--- config.mk ---
export PLATFORM = sky130hd
export DESIGN_NAME = lcbx_exec
export DESIGN_NICKNAME = d
export VERILOG_FILES = /design/src/hw/lcbx_pkg.sv /design/src/hw/lcbx_bit_test.sv /design/src/hw/lcbx_exec.sv
export SDC_FILE = /design/constraint.sdc
export NUM_CORES = 1
export LEC_CHECK = 0
export BUFFER_PORTS_ARGS = -buffer_cell sky130_fd_sc_hd__buf_4
export CORE_UTILIZATION = 57
export DETAILED_ROUTE_END_ITERATION = 12
export HOLD_SLACK_MARGIN = 0.1
export PLACE_DENSITY = 0.84
export SLEW_MARGIN = 20
export SYNTH_ARGS = -nofsm -noshare
export SYNTH_HDL_FRONTEND = slang
export SYNTH_SLANG_ARGS = --single-unit
--- constraint.sdc ---
create_clock -name clock_i -period 5.4 [get_ports clock_i]
set_input_delay 1.08 -clock clock_i [delete_from_list [all_inputs] [get_ports clock_i]]
set_output_delay 1.08 -clock clock_i [all_outputs]
set_load 0.005 [all_outputs]
--- src/hw/lcbx_pkg.sv ---
package lcbx_pkg;

  // datapath widths
  localparam int unsigned DATA_W = 8;
  localparam int unsigned PC_W = 16;
  localparam int unsigned K_W = 7;
  localparam int unsigned SEL_W = 3;
  localparam int unsigned RB_AW = 2;
  localparam int unsigned RB_DW = 16;

  // bit positions inside status_flags
  localparam logic [SEL_W-1:0] FLAG_C = 3'h0;
  localparam logic [SEL_W-1:0] FLAG_Z = 3'h1;
  localparam logic [SEL_W-1:0] FLAG_N = 3'h2;
  localparam logic [SEL_W-1:0] FLAG_V = 3'h3;
  localparam logic [SEL_W-1:0] FLAG_S = 3'h4;
  localparam logic [SEL_W-1:0] FLAG_H = 3'h5;
  localparam logic [SEL_W-1:0] FLAG_T = 3'h6;
  localparam logic [SEL_W-1:0] FLAG_I = 3'h7;

  // register map (word index on the register port)
  localparam logic [RB_AW-1:0] REG_CTRL = 2'h0;
  localparam logic [RB_AW-1:0] REG_STATUS = 2'h1;
  localparam logic [RB_AW-1:0] REG_COUNT = 2'h2;
  localparam logic [RB_AW-1:0] REG_LAST_PC = 2'h3;
  localparam int unsigned CTRL_ENABLE_BIT = 0;
  localparam logic [RB_DW-1:0] CTRL_RESET = 16'h0001;
  localparam int unsigned STAT_BUSY_BIT = 0;
  localparam int unsigned STAT_REDIR_BIT = 1;
  localparam logic [RB_DW-1:0] COUNT_RESET = 16'h0000;
  localparam logic [PC_W-1:0] PC_RESET = 16'h0000;

  // cycles beyond the first, and program counter steps
  localparam logic [1:0] EXTRA_NONE = 2'h0;
  localparam logic [1:0] EXTRA_ONE = 2'h1;
  localparam logic [1:0] EXTRA_TWO = 2'h2;
  localparam logic [PC_W-1:0] PC_STEP = 16'h0001;
  localparam logic [PC_W-1:0] PC_SKIP_SHORT = 16'h0002;
  localparam logic [PC_W-1:0] PC_SKIP_LONG = 16'h0003;
  localparam logic [DATA_W-1:0] MASK_FF = 8'hFF;

  typedef enum logic [4:0] {
    OP_OR_WITH_IMMEDIATE = 5'h00,
    OP_SET_BITS_IN_REGISTER = 5'h01,
    OP_CLEAR_BITS_IN_REGISTER = 5'h02,
    OP_TEST_ZERO_MINUS = 5'h03,
    OP_COMPARE_SKIP_EQUAL = 5'h04,
    OP_COMPARE_IMMEDIATE = 5'h05,
    OP_SKIP_REG_BIT_CLEAR = 5'h06,
    OP_SKIP_REG_BIT_SET = 5'h07,
    OP_SKIP_IO_BIT_CLEAR = 5'h08,
    OP_SKIP_IO_BIT_SET = 5'h09,
    OP_BRANCH_FLAG_SET = 5'h0A,
    OP_BRANCH_FLAG_CLEAR = 5'h0B,
    OP_BRANCH_SIGNED_GE = 5'h0C,
    OP_BRANCH_SIGNED_LESS = 5'h0D,
    OP_BRANCH_UNSIGNED_SAME_HIGHER = 5'h0E,
    OP_BRANCH_UNSIGNED_LOWER = 5'h0F,
    OP_BRANCH_HALF_CARRY_SET = 5'h10,
    OP_BRANCH_HALF_CARRY_CLEAR = 5'h11,
    OP_BRANCH_TRANSFER_BIT_SET = 5'h12,
    OP_BRANCH_TRANSFER_BIT_CLEAR = 5'h13,
    OP_BRANCH_OVERFLOW_SET = 5'h14,
    OP_BRANCH_OVERFLOW_CLEAR = 5'h15,
    OP_BRANCH_IRQ_ENABLED = 5'h16,
    OP_BRANCH_IRQ_DISABLED = 5'h17,
    OP_INDIRECT_JUMP = 5'h18,
    OP_INDIRECT_CALL = 5'h19,
    OP_NONE = 5'h1F
  } lcbx_op_t;

  typedef enum logic [1:0] {
    ST_IDLE = 2'b00,
    ST_SECOND = 2'b01,
    ST_THIRD = 2'b11
  } lcbx_state_t;

  typedef struct packed {
    lcbx_op_t op;
    logic [PC_W-1:0] pc;
    logic [DATA_W-1:0] dest_value;
    logic [DATA_W-1:0] source_register;
    logic [DATA_W-1:0] imm;
    logic [SEL_W-1:0] bit_sel;
    logic [K_W-1:0] offset;
    logic [DATA_W-1:0] io_value;
    logic next_two_word;
  } lcbx_instr_t;

  typedef struct packed {
    logic reg_we;
    logic [DATA_W-1:0] reg_data;
    logic [DATA_W-1:0] flag_we;
    logic [DATA_W-1:0] status_flags;
  } lcbx_result_t;

endpackage

--- src/hw/lcbx_bit_test.sv ---
`timescale 1ns/1ps
// picks one bit of a vector and reports whether it equals the wanted level
module lcbx_bit_test #(
  parameter int unsigned W = 8
) (
  // operand
  input wire logic [W-1:0] value_i,
  input wire logic [$clog2(W)-1:0] sel_i,
  input wire logic level_i,
  // answer
  output logic match_o
);

  always_comb begin
    match_o = (value_i[sel_i] == level_i);
  end

endmodule

--- src/hw/lcbx_exec.sv ---
// Design decisions made here: the plain strobed port and the placing of the registers.
`timescale 1ns/1ps
module lcbx_exec (
  // clock and reset
  input wire logic clock_i,
  input wire logic resetn_i,
  // instruction issue
  input wire logic instr_valid_i,
  input wire lcbx_pkg::lcbx_instr_t instr_i,
  input wire logic [lcbx_pkg::DATA_W-1:0] status_flags_i,
  input wire logic [lcbx_pkg::PC_W-1:0] z_pointer_i,
  output logic ready_o,
  output logic busy_o,
  // completion
  output logic done_o,
  output lcbx_pkg::lcbx_result_t result_o,
  output logic [lcbx_pkg::PC_W-1:0] pc_target_o,
  // stack push
  output logic push_valid_o,
  output logic [lcbx_pkg::PC_W-1:0] push_addr_o,
  // register port
  input wire logic [lcbx_pkg::RB_AW-1:0] rb_addr_i,
  input wire logic [lcbx_pkg::RB_DW-1:0] rb_wdata_i,
  input wire logic rb_write_i,
  input wire logic rb_read_i,
  output logic [lcbx_pkg::RB_DW-1:0] rb_rdata_o
);
  import lcbx_pkg::*;

  lcbx_state_t state;
  lcbx_state_t next_state;
  logic [1:0] extra;
  logic [1:0] next_extra;
  logic ready;
  logic next_ready;
  logic busy;
  logic next_busy;
  logic done;
  logic next_done;
  lcbx_result_t result;
  lcbx_result_t next_result;
  logic [PC_W-1:0] pc_target;
  logic [PC_W-1:0] next_pc_target;
  logic push_valid;
  logic next_push_valid;
  logic [PC_W-1:0] push_addr;
  logic [PC_W-1:0] next_push_addr;
  logic redirected;
  logic next_redirected;
  logic [RB_DW-1:0] ctrl;
  logic [RB_DW-1:0] next_ctrl;
  logic [RB_DW-1:0] count;
  logic [RB_DW-1:0] next_count;
  logic [RB_DW-1:0] rdata;
  logic [RB_DW-1:0] next_rdata;

  // decode outputs
  logic [SEL_W-1:0] flag_sel;
  logic flag_level;
  logic bit_level;
  logic [DATA_W-1:0] bit_source;
  logic flag_match;
  logic bit_match;
  logic [DATA_W-1:0] cond_flags;
  logic issue;

  // arithmetic
  logic [DATA_W-1:0] logic_res;
  logic [DATA_W-1:0] diff;
  logic [PC_W-1:0] seq_pc;
  logic [PC_W-1:0] skip_pc;
  logic [PC_W-1:0] rel_pc;

  assign issue = instr_valid_i && ready;

  // the signed slot is rebuilt from N and V so a stale S input cannot mislead
  always_comb begin
    cond_flags = status_flags_i;
    cond_flags[FLAG_S] = status_flags_i[FLAG_N] ^ status_flags_i[FLAG_V];
  end

  // condition selection for branches and skips
  always_comb begin
    flag_sel = instr_i.bit_sel;
    flag_level = 1'b1;
    bit_level = 1'b1;
    bit_source = instr_i.source_register;
    case (instr_i.op)
      OP_SKIP_REG_BIT_CLEAR: bit_level = 1'b0;
      OP_SKIP_IO_BIT_CLEAR: begin
        bit_source = instr_i.io_value;
        bit_level = 1'b0;
      end
      OP_SKIP_IO_BIT_SET: bit_source = instr_i.io_value;
      OP_BRANCH_FLAG_CLEAR: flag_level = 1'b0;
      OP_BRANCH_SIGNED_GE: begin
        flag_sel = FLAG_S;
        flag_level = 1'b0;
      end
      OP_BRANCH_SIGNED_LESS: flag_sel = FLAG_S;
      OP_BRANCH_UNSIGNED_SAME_HIGHER: begin
        flag_sel = FLAG_C;
        flag_level = 1'b0;
      end
      OP_BRANCH_UNSIGNED_LOWER: flag_sel = FLAG_C;
      OP_BRANCH_HALF_CARRY_SET: flag_sel = FLAG_H;
      OP_BRANCH_HALF_CARRY_CLEAR: begin
        flag_sel = FLAG_H;
        flag_level = 1'b0;
      end
      OP_BRANCH_TRANSFER_BIT_SET: flag_sel = FLAG_T;
      OP_BRANCH_TRANSFER_BIT_CLEAR: begin
        flag_sel = FLAG_T;
        flag_level = 1'b0;
      end
      OP_BRANCH_OVERFLOW_SET: flag_sel = FLAG_V;
      OP_BRANCH_OVERFLOW_CLEAR: begin
        flag_sel = FLAG_V;
        flag_level = 1'b0;
      end
      OP_BRANCH_IRQ_ENABLED: flag_sel = FLAG_I;
      OP_BRANCH_IRQ_DISABLED: begin
        flag_sel = FLAG_I;
        flag_level = 1'b0;
      end
      default: begin
        flag_sel = instr_i.bit_sel;
      end
    endcase
  end

  lcbx_bit_test #(
    .W(DATA_W)
  ) u_flag_test (
    .value_i(cond_flags),
    .sel_i(flag_sel),
    .level_i(flag_level),
    .match_o(flag_match)
  );

  lcbx_bit_test #(
    .W(DATA_W)
  ) u_bit_test (
    .value_i(bit_source),
    .sel_i(instr_i.bit_sel),
    .level_i(bit_level),
    .match_o(bit_match)
  );

  // shared arithmetic for the logic group, compare and program counter
  always_comb begin
    case (instr_i.op)
      OP_CLEAR_BITS_IN_REGISTER: logic_res = instr_i.dest_value & (MASK_FF - instr_i.imm);
      OP_TEST_ZERO_MINUS: logic_res = instr_i.dest_value & instr_i.dest_value;
      default: logic_res = instr_i.dest_value | instr_i.imm;
    endcase
    diff = instr_i.dest_value - instr_i.imm;
    seq_pc = instr_i.pc + PC_STEP;
    // a two-word follower needs the longer skip
    skip_pc = instr_i.pc + (instr_i.next_two_word ? PC_SKIP_LONG : PC_SKIP_SHORT);
    rel_pc = instr_i.pc + {{(PC_W-K_W){instr_i.offset[K_W-1]}}, instr_i.offset} + PC_STEP;
  end

  // sequencing of one instruction over one to three cycles
  always_comb begin
    logic taken;
    logic is_skip;
    logic [DATA_W-1:0] a;
    logic [DATA_W-1:0] b;
    taken = 1'b0;
    is_skip = 1'b0;
    a = instr_i.dest_value;
    b = instr_i.imm;
    next_state = state;
    next_extra = extra;
    next_done = 1'b0;
    next_result = result;
    next_pc_target = pc_target;
    next_push_valid = 1'b0;
    next_push_addr = push_addr;
    next_redirected = redirected;
    case (state)
      ST_IDLE: begin
        if (issue) begin
          next_result.reg_we = 1'b0;
          next_result.reg_data = logic_res;
          next_result.flag_we = '0;
          next_result.status_flags = status_flags_i;
          next_pc_target = seq_pc;
          next_extra = EXTRA_NONE;
          case (instr_i.op)
            OP_OR_WITH_IMMEDIATE, OP_SET_BITS_IN_REGISTER, OP_CLEAR_BITS_IN_REGISTER,
            OP_TEST_ZERO_MINUS: begin
              // test writes nothing back since the value cannot change
              next_result.reg_we = (instr_i.op != OP_TEST_ZERO_MINUS);
              next_result.flag_we[FLAG_Z] = 1'b1;
              next_result.flag_we[FLAG_N] = 1'b1;
              next_result.flag_we[FLAG_V] = 1'b1;
              next_result.status_flags[FLAG_Z] = (logic_res == '0);
              next_result.status_flags[FLAG_N] = logic_res[DATA_W-1];
              next_result.status_flags[FLAG_V] = 1'b0;
            end
            OP_COMPARE_IMMEDIATE: begin
              next_result.flag_we[FLAG_Z] = 1'b1;
              next_result.flag_we[FLAG_N] = 1'b1;
              next_result.flag_we[FLAG_V] = 1'b1;
              next_result.flag_we[FLAG_C] = 1'b1;
              next_result.flag_we[FLAG_H] = 1'b1;
              next_result.status_flags[FLAG_Z] = (diff == '0);
              next_result.status_flags[FLAG_N] = diff[7];
              next_result.status_flags[FLAG_V] = (a[7] & ~b[7] & ~diff[7])
                                               | (~a[7] & b[7] & diff[7]);
              next_result.status_flags[FLAG_C] = (~a[7] & b[7]) | (b[7] & diff[7])
                                               | (diff[7] & ~a[7]);
              next_result.status_flags[FLAG_H] = (~a[3] & b[3]) | (b[3] & diff[3])
                                               | (diff[3] & ~a[3]);
            end
            OP_COMPARE_SKIP_EQUAL: begin
              is_skip = (instr_i.dest_value == instr_i.source_register);
            end
            OP_SKIP_REG_BIT_CLEAR, OP_SKIP_REG_BIT_SET, OP_SKIP_IO_BIT_CLEAR,
            OP_SKIP_IO_BIT_SET: begin
              is_skip = bit_match;
            end
            OP_BRANCH_FLAG_SET, OP_BRANCH_FLAG_CLEAR, OP_BRANCH_SIGNED_GE,
            OP_BRANCH_SIGNED_LESS, OP_BRANCH_UNSIGNED_SAME_HIGHER, OP_BRANCH_UNSIGNED_LOWER,
            OP_BRANCH_HALF_CARRY_SET, OP_BRANCH_HALF_CARRY_CLEAR, OP_BRANCH_TRANSFER_BIT_SET,
            OP_BRANCH_TRANSFER_BIT_CLEAR, OP_BRANCH_OVERFLOW_SET, OP_BRANCH_OVERFLOW_CLEAR,
            OP_BRANCH_IRQ_ENABLED, OP_BRANCH_IRQ_DISABLED: begin
              taken = flag_match;
            end
            OP_INDIRECT_JUMP: begin
              next_pc_target = z_pointer_i;
              next_extra = EXTRA_ONE;
            end
            OP_INDIRECT_CALL: begin
              next_push_valid = 1'b1;
              next_push_addr = seq_pc;
              next_pc_target = z_pointer_i;
              next_extra = EXTRA_TWO;
            end
            default: begin
              next_extra = EXTRA_NONE;
            end
          endcase
          if (is_skip) begin
            next_pc_target = skip_pc;
            next_extra = EXTRA_ONE;
          end
          if (taken) begin
            next_pc_target = rel_pc;
            next_extra = EXTRA_ONE;
          end
          next_redirected = is_skip | taken | (next_extra != EXTRA_NONE);
          if (next_extra == EXTRA_NONE) begin
            next_done = 1'b1;
          end else begin
            next_state = ST_SECOND;
          end
        end
      end
      ST_SECOND: begin
        if (extra == EXTRA_TWO) begin
          next_state = ST_THIRD;
        end else begin
          next_state = ST_IDLE;
          next_done = 1'b1;
        end
      end
      ST_THIRD: begin
        next_state = ST_IDLE;
        next_done = 1'b1;
      end
      default: begin
        next_state = ST_IDLE;
      end
    endcase
    next_busy = (next_state != ST_IDLE);
    next_ready = (next_state == ST_IDLE) && next_ctrl[CTRL_ENABLE_BIT];
  end

  // register port; a completion in the clearing cycle is still counted
  always_comb begin
    next_ctrl = ctrl;
    next_count = count + {{(RB_DW-1){1'b0}}, done};
    next_rdata = '0;
    if (rb_write_i) begin
      case (rb_addr_i)
        REG_CTRL: next_ctrl = rb_wdata_i & CTRL_RESET;
        REG_COUNT: next_count = {{(RB_DW-1){1'b0}}, done};
        default: next_ctrl = ctrl;
      endcase
    end
    if (rb_read_i) begin
      case (rb_addr_i)
        REG_CTRL: next_rdata = ctrl;
        REG_STATUS: begin
          next_rdata[STAT_BUSY_BIT] = busy;
          next_rdata[STAT_REDIR_BIT] = redirected;
        end
        REG_COUNT: next_rdata = count;
        REG_LAST_PC: next_rdata = pc_target;
        default: next_rdata = '0;
      endcase
    end
  end

  always_ff @(posedge clock_i) begin
    if (!resetn_i) begin
      state <= ST_IDLE;
      extra <= EXTRA_NONE;
      ready <= 1'b0;
      busy <= 1'b0;
      done <= 1'b0;
      result <= '0;
      pc_target <= PC_RESET;
      push_valid <= 1'b0;
      push_addr <= PC_RESET;
      redirected <= 1'b0;
      ctrl <= CTRL_RESET;
      count <= COUNT_RESET;
      rdata <= '0;
    end else begin
      state <= next_state;
      extra <= next_extra;
      ready <= next_ready;
      busy <= next_busy;
      done <= next_done;
      result <= next_result;
      pc_target <= next_pc_target;
      push_valid <= next_push_valid;
      push_addr <= next_push_addr;
      redirected <= next_redirected;
      ctrl <= next_ctrl;
      count <= next_count;
      rdata <= next_rdata;
    end
  end

  assign ready_o = ready;
  assign busy_o = busy;
  assign done_o = done;
  assign result_o = result;
  assign pc_target_o = pc_target;
  assign push_valid_o = push_valid;
  assign push_addr_o = push_addr;
  assign rb_rdata_o = rdata;

endmodule

Word-level counts from Yosys, hierarchy flattened
Index checks and enable logic that the tools add are counted.
- flip-flop bits (word level): 96
- output and inout bits: 77
- word-level logic and storage cells: 158
- $add $sub $neg: 7
- magnitude comparators: 2
- equal/unequal tests: 35
- muxes and demuxes: 45
- bitwise gates (word level): 24
- reductions and logical operators: 29
- operator list (operator ; number):
    two-way mux 16 bit ; 5
    == test 5 bit (second input constant) ; 10
    == test 5 x 4 -> 1 bit (second input constant) ; 8
    adder 16 x 1 -> 16 bit (second input constant) ; 2
    case mux 14 bit (2 select lines) ; 1
    == test 5 x 3 -> 1 bit (second input constant) ; 4
    two-way mux 1 bit ; 20
    case mux 3 bit (6 select lines) ; 1
    OR reduction 2 bit ; 9
    adder 16 x 1 -> 16 bit ; 1
    adder 16 bit ; 1
    adder 16 x 2 -> 16 bit ; 1
    bitwise AND 8 bit ; 2
    logical NOT 8 bit ; 2
    case mux 8 bit (2 select lines) ; 1
    two-way mux 2 bit ; 7
    OR reduction 14 bit ; 1
    == test 5 x 2 -> 1 bit (second input constant) ; 2
    bitwise AND 1 bit ; 9
    == test 2 bit (second input constant) ; 4
    == test 8 bit ; 1
    logical NOT 2 bit ; 4
    < comparator 3 x 4 -> 1 bit (second input constant) ; 2
    two-way mux 8 bit ; 1
    other kinds (25) ; 43

Logic depth before layout (Yosys ltp)
- word-level depth: 19
- gate-level depth with buffers: 16

Hierarchy
Synthesis repeated with hierarchy kept, for this count alone.
- cell total of the unflattened synthesis: 800
- area, all modules: 6513.7 µm²
- modules (own cells, without submodules) (module ; times used ; cells each ; area an instance (µm²)):
    lcbx_exec ; 1 ; 786 ; 6361.1
    lcbx_bit_test ; 2 ; 7 ; 76.3

Worst setup path after synthesis
OpenSTA, ideal clock, no wires.
- kind: input -> register
- start point: in instr_i[20] in the netlist's numbering
- end point: reg result (netlist bit result_o[1])
- setup time: 74 ps
- data arrival time: 3740 ps
- data required time: 5326 ps
- setup slack: 1586 ps
- stages on the path: 16
- path buffers: 0
- cell sequence: inv_1 ha_1 nor2_1 nor2_1 o21bai_1 a21oi_1 nor2_1 nor2_1 nor2_1 nor2_1 o21bai_1 fa_1 or4b_2 nor4_1 nand3_1 a31oi_1
- longest elaborated chain between the ends: 5
- elaborated cells on any way between the ends: 8
- ends and longest elaborated chain (item ; RTL line ; source):
    from (decl) ; lcbx_exec.sv:9 ; input wire lcbx_pkg::lcbx_instr_t instr_i,
    subtractor 8 bit ; lcbx_exec.sv:153 ; OP_CLEAR_BITS_IN_REGISTER: logic_res = instr_i.dest_value & (MASK_FF - instr_i.imm);
    bitwise AND 8 bit ; lcbx_exec.sv:153 ;
    case mux 8 bit (2 select lines) ; lcbx_exec.sv:152 ; case (instr_i.op)
    logical NOT 8 bit ; lcbx_exec.sv:199 ; next_result.status_flags[FLAG_Z] = (logic_res == '0);
    case mux 3 bit (2 select lines) (*) ; lcbx_exec.sv:191 ; case (instr_i.op)
    to (signal assigned) ; lcbx_exec.sv:329 ; result <= next_result;
    to (decl) ; lcbx_exec.sv:40 ; lcbx_result_t result;
Every way passes the cells marked *; elsewhere a longest branch is shown, timed or not.
A chain may end at the register's enable or synchronous reset.

Worst setup path after layout
- start point: in instr_i[63] in the netlist's numbering
- end point: reg pc_target[11] (netlist: pc_target_o[11])
- longest elaborated chain between the ends: 11
- elaborated cells on any way between the ends: 52
- ends and longest elaborated chain (item ; RTL line ; source):
    == test 5 x 4 -> 1 bit ; lcbx_exec.sv:88, lcbx_exec.sv:191 ;
    OR reduction 2 bit (no line) ; - ;
    two-way mux 8 bit ; lcbx_exec.sv:88 ; case (instr_i.op)
    binary-select mux 1 bit (select 3 bit) ; lcbx_bit_test.sv:15 ; match_o = (value_i[sel_i] == level_i);
    two-way mux 1 bit (not written as such) ; lcbx_bit_test.sv:15 ;
    == test 1 bit ; lcbx_bit_test.sv:15 ;
    case mux 1 bit (2 select lines) ; lcbx_exec.sv:191 ;
    two-way mux 1 bit ; lcbx_exec.sv:184 ; if (issue) begin
    two-way mux 1 bit ; lcbx_exec.sv:182 ; case (state)
    two-way mux 16 bit ; lcbx_exec.sv:246 ; if (is_skip) begin
    two-way mux 16 bit (*) ; lcbx_exec.sv:250 ; if (taken) begin
    to (signal assigned) ; lcbx_exec.sv:330 ; pc_target <= next_pc_target;
    to (decl) ; lcbx_exec.sv:42 ; logic [PC_W-1:0] pc_target;
Every way passes the cells marked *; elsewhere a longest branch is shown, timed or not. The select of a mux whose other input is x is not followed.

==> flow_summary.toml <==
[power_and_ir_drop]
power.total_mw = 1.86
p_per_area_nw_per_um2 = 232
leakagePower_nw = 3.52
ir_worst_vdd_mv = 0.251

[drt]
drt_iter0_markers = 425
drcViolationCount = 0
wirelength_um = 18000
viasPerCell = 5.92
avgRoutedWirePerCell_um = 16.6
dr.pass1.iters = 5
vias = 6431
postRouteAntennaNets = 0

[cells_and_area]
nNetsFinal = 1093
drive_gt1_share_pct = 22.9
antennaDiodeCount = 0
design_area_um2 = 8020
final_cell_mix = "buf_4 (175), nor2_1 (99), dfxtp_1 (93)"
area_growth_pct = 23.8
instances_no_fill = 1086
layout_commonest_cell = "buf_4"

[cts]
post_cts_buffers = 0
cts.path.max_buffers = 2
cts.sinks = 93
h-tree-depth = 3
worstSkewPairLatency_ns = 0.35
clk_pin_slew_ns = 0.07
ctsHoldBuffers = 0
ctsResizeCount = 0
cts_buffers = 9
cts_tree = "built"
root_buffer = "clkbuf_16"

[timing]
min_period_ns = 3.97
worst_slew_pin_slew_ns = 1.04
hold_viol = 0
finalClockSkew_ns = 0.00938
fin_ws_ns = 1.43
fin_setup_tns_ns = 0
finalCritPeriodShare_pct = 73.5
rsz0062_at_grt = "false"
slew_headroom_pct = 30.3
max_freq_mhz = 252
slew_violations = 0
finalSetupViolCount = 0

[outcome]
status = "completed"

[synth]
ys_types = 67
ys_seq_elements = 93
async_reset_ff_share_pct = 0
synth_top_family_by_area = "simple AND/OR/NAND/NOR gates"
synth_area_um2 = 6480
synthAdderAreaFrac_pct = 8.38
synth-simple-area-share_pct = 20.6
synth_edf_count = 0
ys_seq_area_share_pct = 28.7
synth_compound_area_share_pct = 18.7
yosysWarnings = 0
ys.flop_type = "dfxtp_1"
synth_mux_area_share_pct = 9.54
synthCells = 806
avgSynthCellArea_um2 = 8.04
synthXorXnorAreaFrac_pct = 7.98

[grt]
grt_max_degree = 54
antenna_found_initial = 0
grt_pass1_wl_um = 28500
grt_usage_pct = 31.1
first_global_vias = 5805
grt-ovfl-total = 0

[worst_hold_path]
hold-path-endpoint = "extra[1]"
min_path_cells = 2
holdCritStartpoint = "extra[1]"
hold_path.class = "register to register"

[placement]
place_inst = 1070
placed_area_um2 = 7710
dpl_worst_slack_ns = 1.10
portBuffers = 169
gp_congestion = 0.873
hpwlAfterDp_um = 13400

[run]
max_cap_violations = 0

[setup_path]
reg2reg_depth = 4
r2r-end = "pc_target_o[15]"
startpoint = "instr_i[63]"
cp.arrival_ns = 4.25
path_class = "input pin to register"
cp.required_ns = 5.68
path_max_fanout = 20
r2r_slack_ns = 3.37
reg2reg_from = "state[0]"
endpoint_kind = "register"
worst_setup_path_start_kind = "input pin"

[floorplan]
fp.dieH_um = 109
dieWidth_um = 109
core_area_um2 = 10900
dieArea_um2 = 11800
io_pins = 188
start_util_pct = 59.2
core.rowCount = 38
-- critical path: stages --
cell	delay, ns
buf_4	0.15
or4b_4	0.60
mux4_2	0.46
o22ai_2	0.24
or3_1	0.14
a22o_1	0.52
buf_4	0.35
mux2i_1	0.21
o21ai_1	0.08
a211o_1	0.30
a21oi_1	0.12
-- worst max-delay path by stage --
stage	endpoint	slack (ns)	cells after the start
2_1_floorplan	result_o[1]	1.59	16
3_3_place_gp	pc_target_o[11]	1.15	11
3_5_place_dp	pc_target_o[5]	1.10	11
4_1_cts	pc_target_o[11]	1.44	11
5_1_grt	pc_target_o[5]	1.26	11
6_report	pc_target_o[11]	1.43	11
-- cell usage after synthesis (5+ instances only) --
cell type,number,area (um2)
nor3_1,19,95.1
mux4_2,5,113
buf_2,5,25.0
and3_1,15,93.8
xor2_1,26,228
a21oi_1,57,285
xnor2_1,33,289
or3_1,7,43.8
a211oi_1,25,188
mux2i_1,46,460
inv_1,31,116
nand2b_1,10,62.6
nand2_1,67,251
o211ai_1,6,45.0
nand3_1,20,100
o21ai_0,46,230
a211o_1,5,43.8
nor4_1,6,37.5
o21bai_1,5,37.5
nand4_1,7,43.8
buf_4,8,60.1
dfxtp_1,93,1860
nor2_1,99,372
ha_1,37,463
nor3b_1,5,37.5
clkbuf_1,34,128
-- flip-flops by register name, indices dropped and copies added (netlist names) --
signal,cells
count,16
extra,2
pc_target_o,16
push_addr_o,16
push_valid_o,1
done_o,1
state,2
ready_o,1
redirected,1
ctrl,1
busy_o,1
rb_rdata_o,16
result_o,19
-- area by class of cell --
type,count,area [um2]
Clock buffer,12,256
Clock inverter,4,55.1
Fill cell,854,2910
Inverter,32,120
Multi-Input combinational cell,630,4240
Sequential cell,93,1860
Tap cell,140,175
Timing Repair Buffer,175,1310
-- where the power goes --
part,switching (mW),leakage (nW),internal [mW]
Combinational,0.245,2.61,0.217
Clock,0.281,0.149,0.387
Sequential,0.0190,0.756,0.712
-- routing by layer --
| metal | vias up | GRT usage [%] | wire length, um |
|---|---|---|---|
| li1 | 3121 | - | - |
| met2 | 257 | 51.9 | 8550 |
| met3 | 46 | 6.69 | 1320 |
| met4 | 0 | 13.8 | 619 |
| met5 | - | 0 | 0 |
| met1 | 3007 | 38.3 | 7550 |
-- per-stage QoR --
step | utilization [%] | hold WS [ns]
finish | 73.4 | 0.456
global route | 73.4 | 0.480
CTS | 73.4 | 0.456
detailed placement | 70.5 | 0.446
global placement | 70.5 | 0.441
floorplan | - | 0.432
-- logic make-up after synthesis --
| logic type | Yosys count |
|---|---|
| muxes | 55 |
| AOI/OAI and AO/OA | 191 |
| DFF | 93 |
| buffers and inverters | 85 |
| adders and majority gates | 41 |
| and+or+nand+nor | 281 |
| xor gates and xnor gates | 59 |
| other | 1 |
No activity file was read; power rests on OpenSTA's default activity.
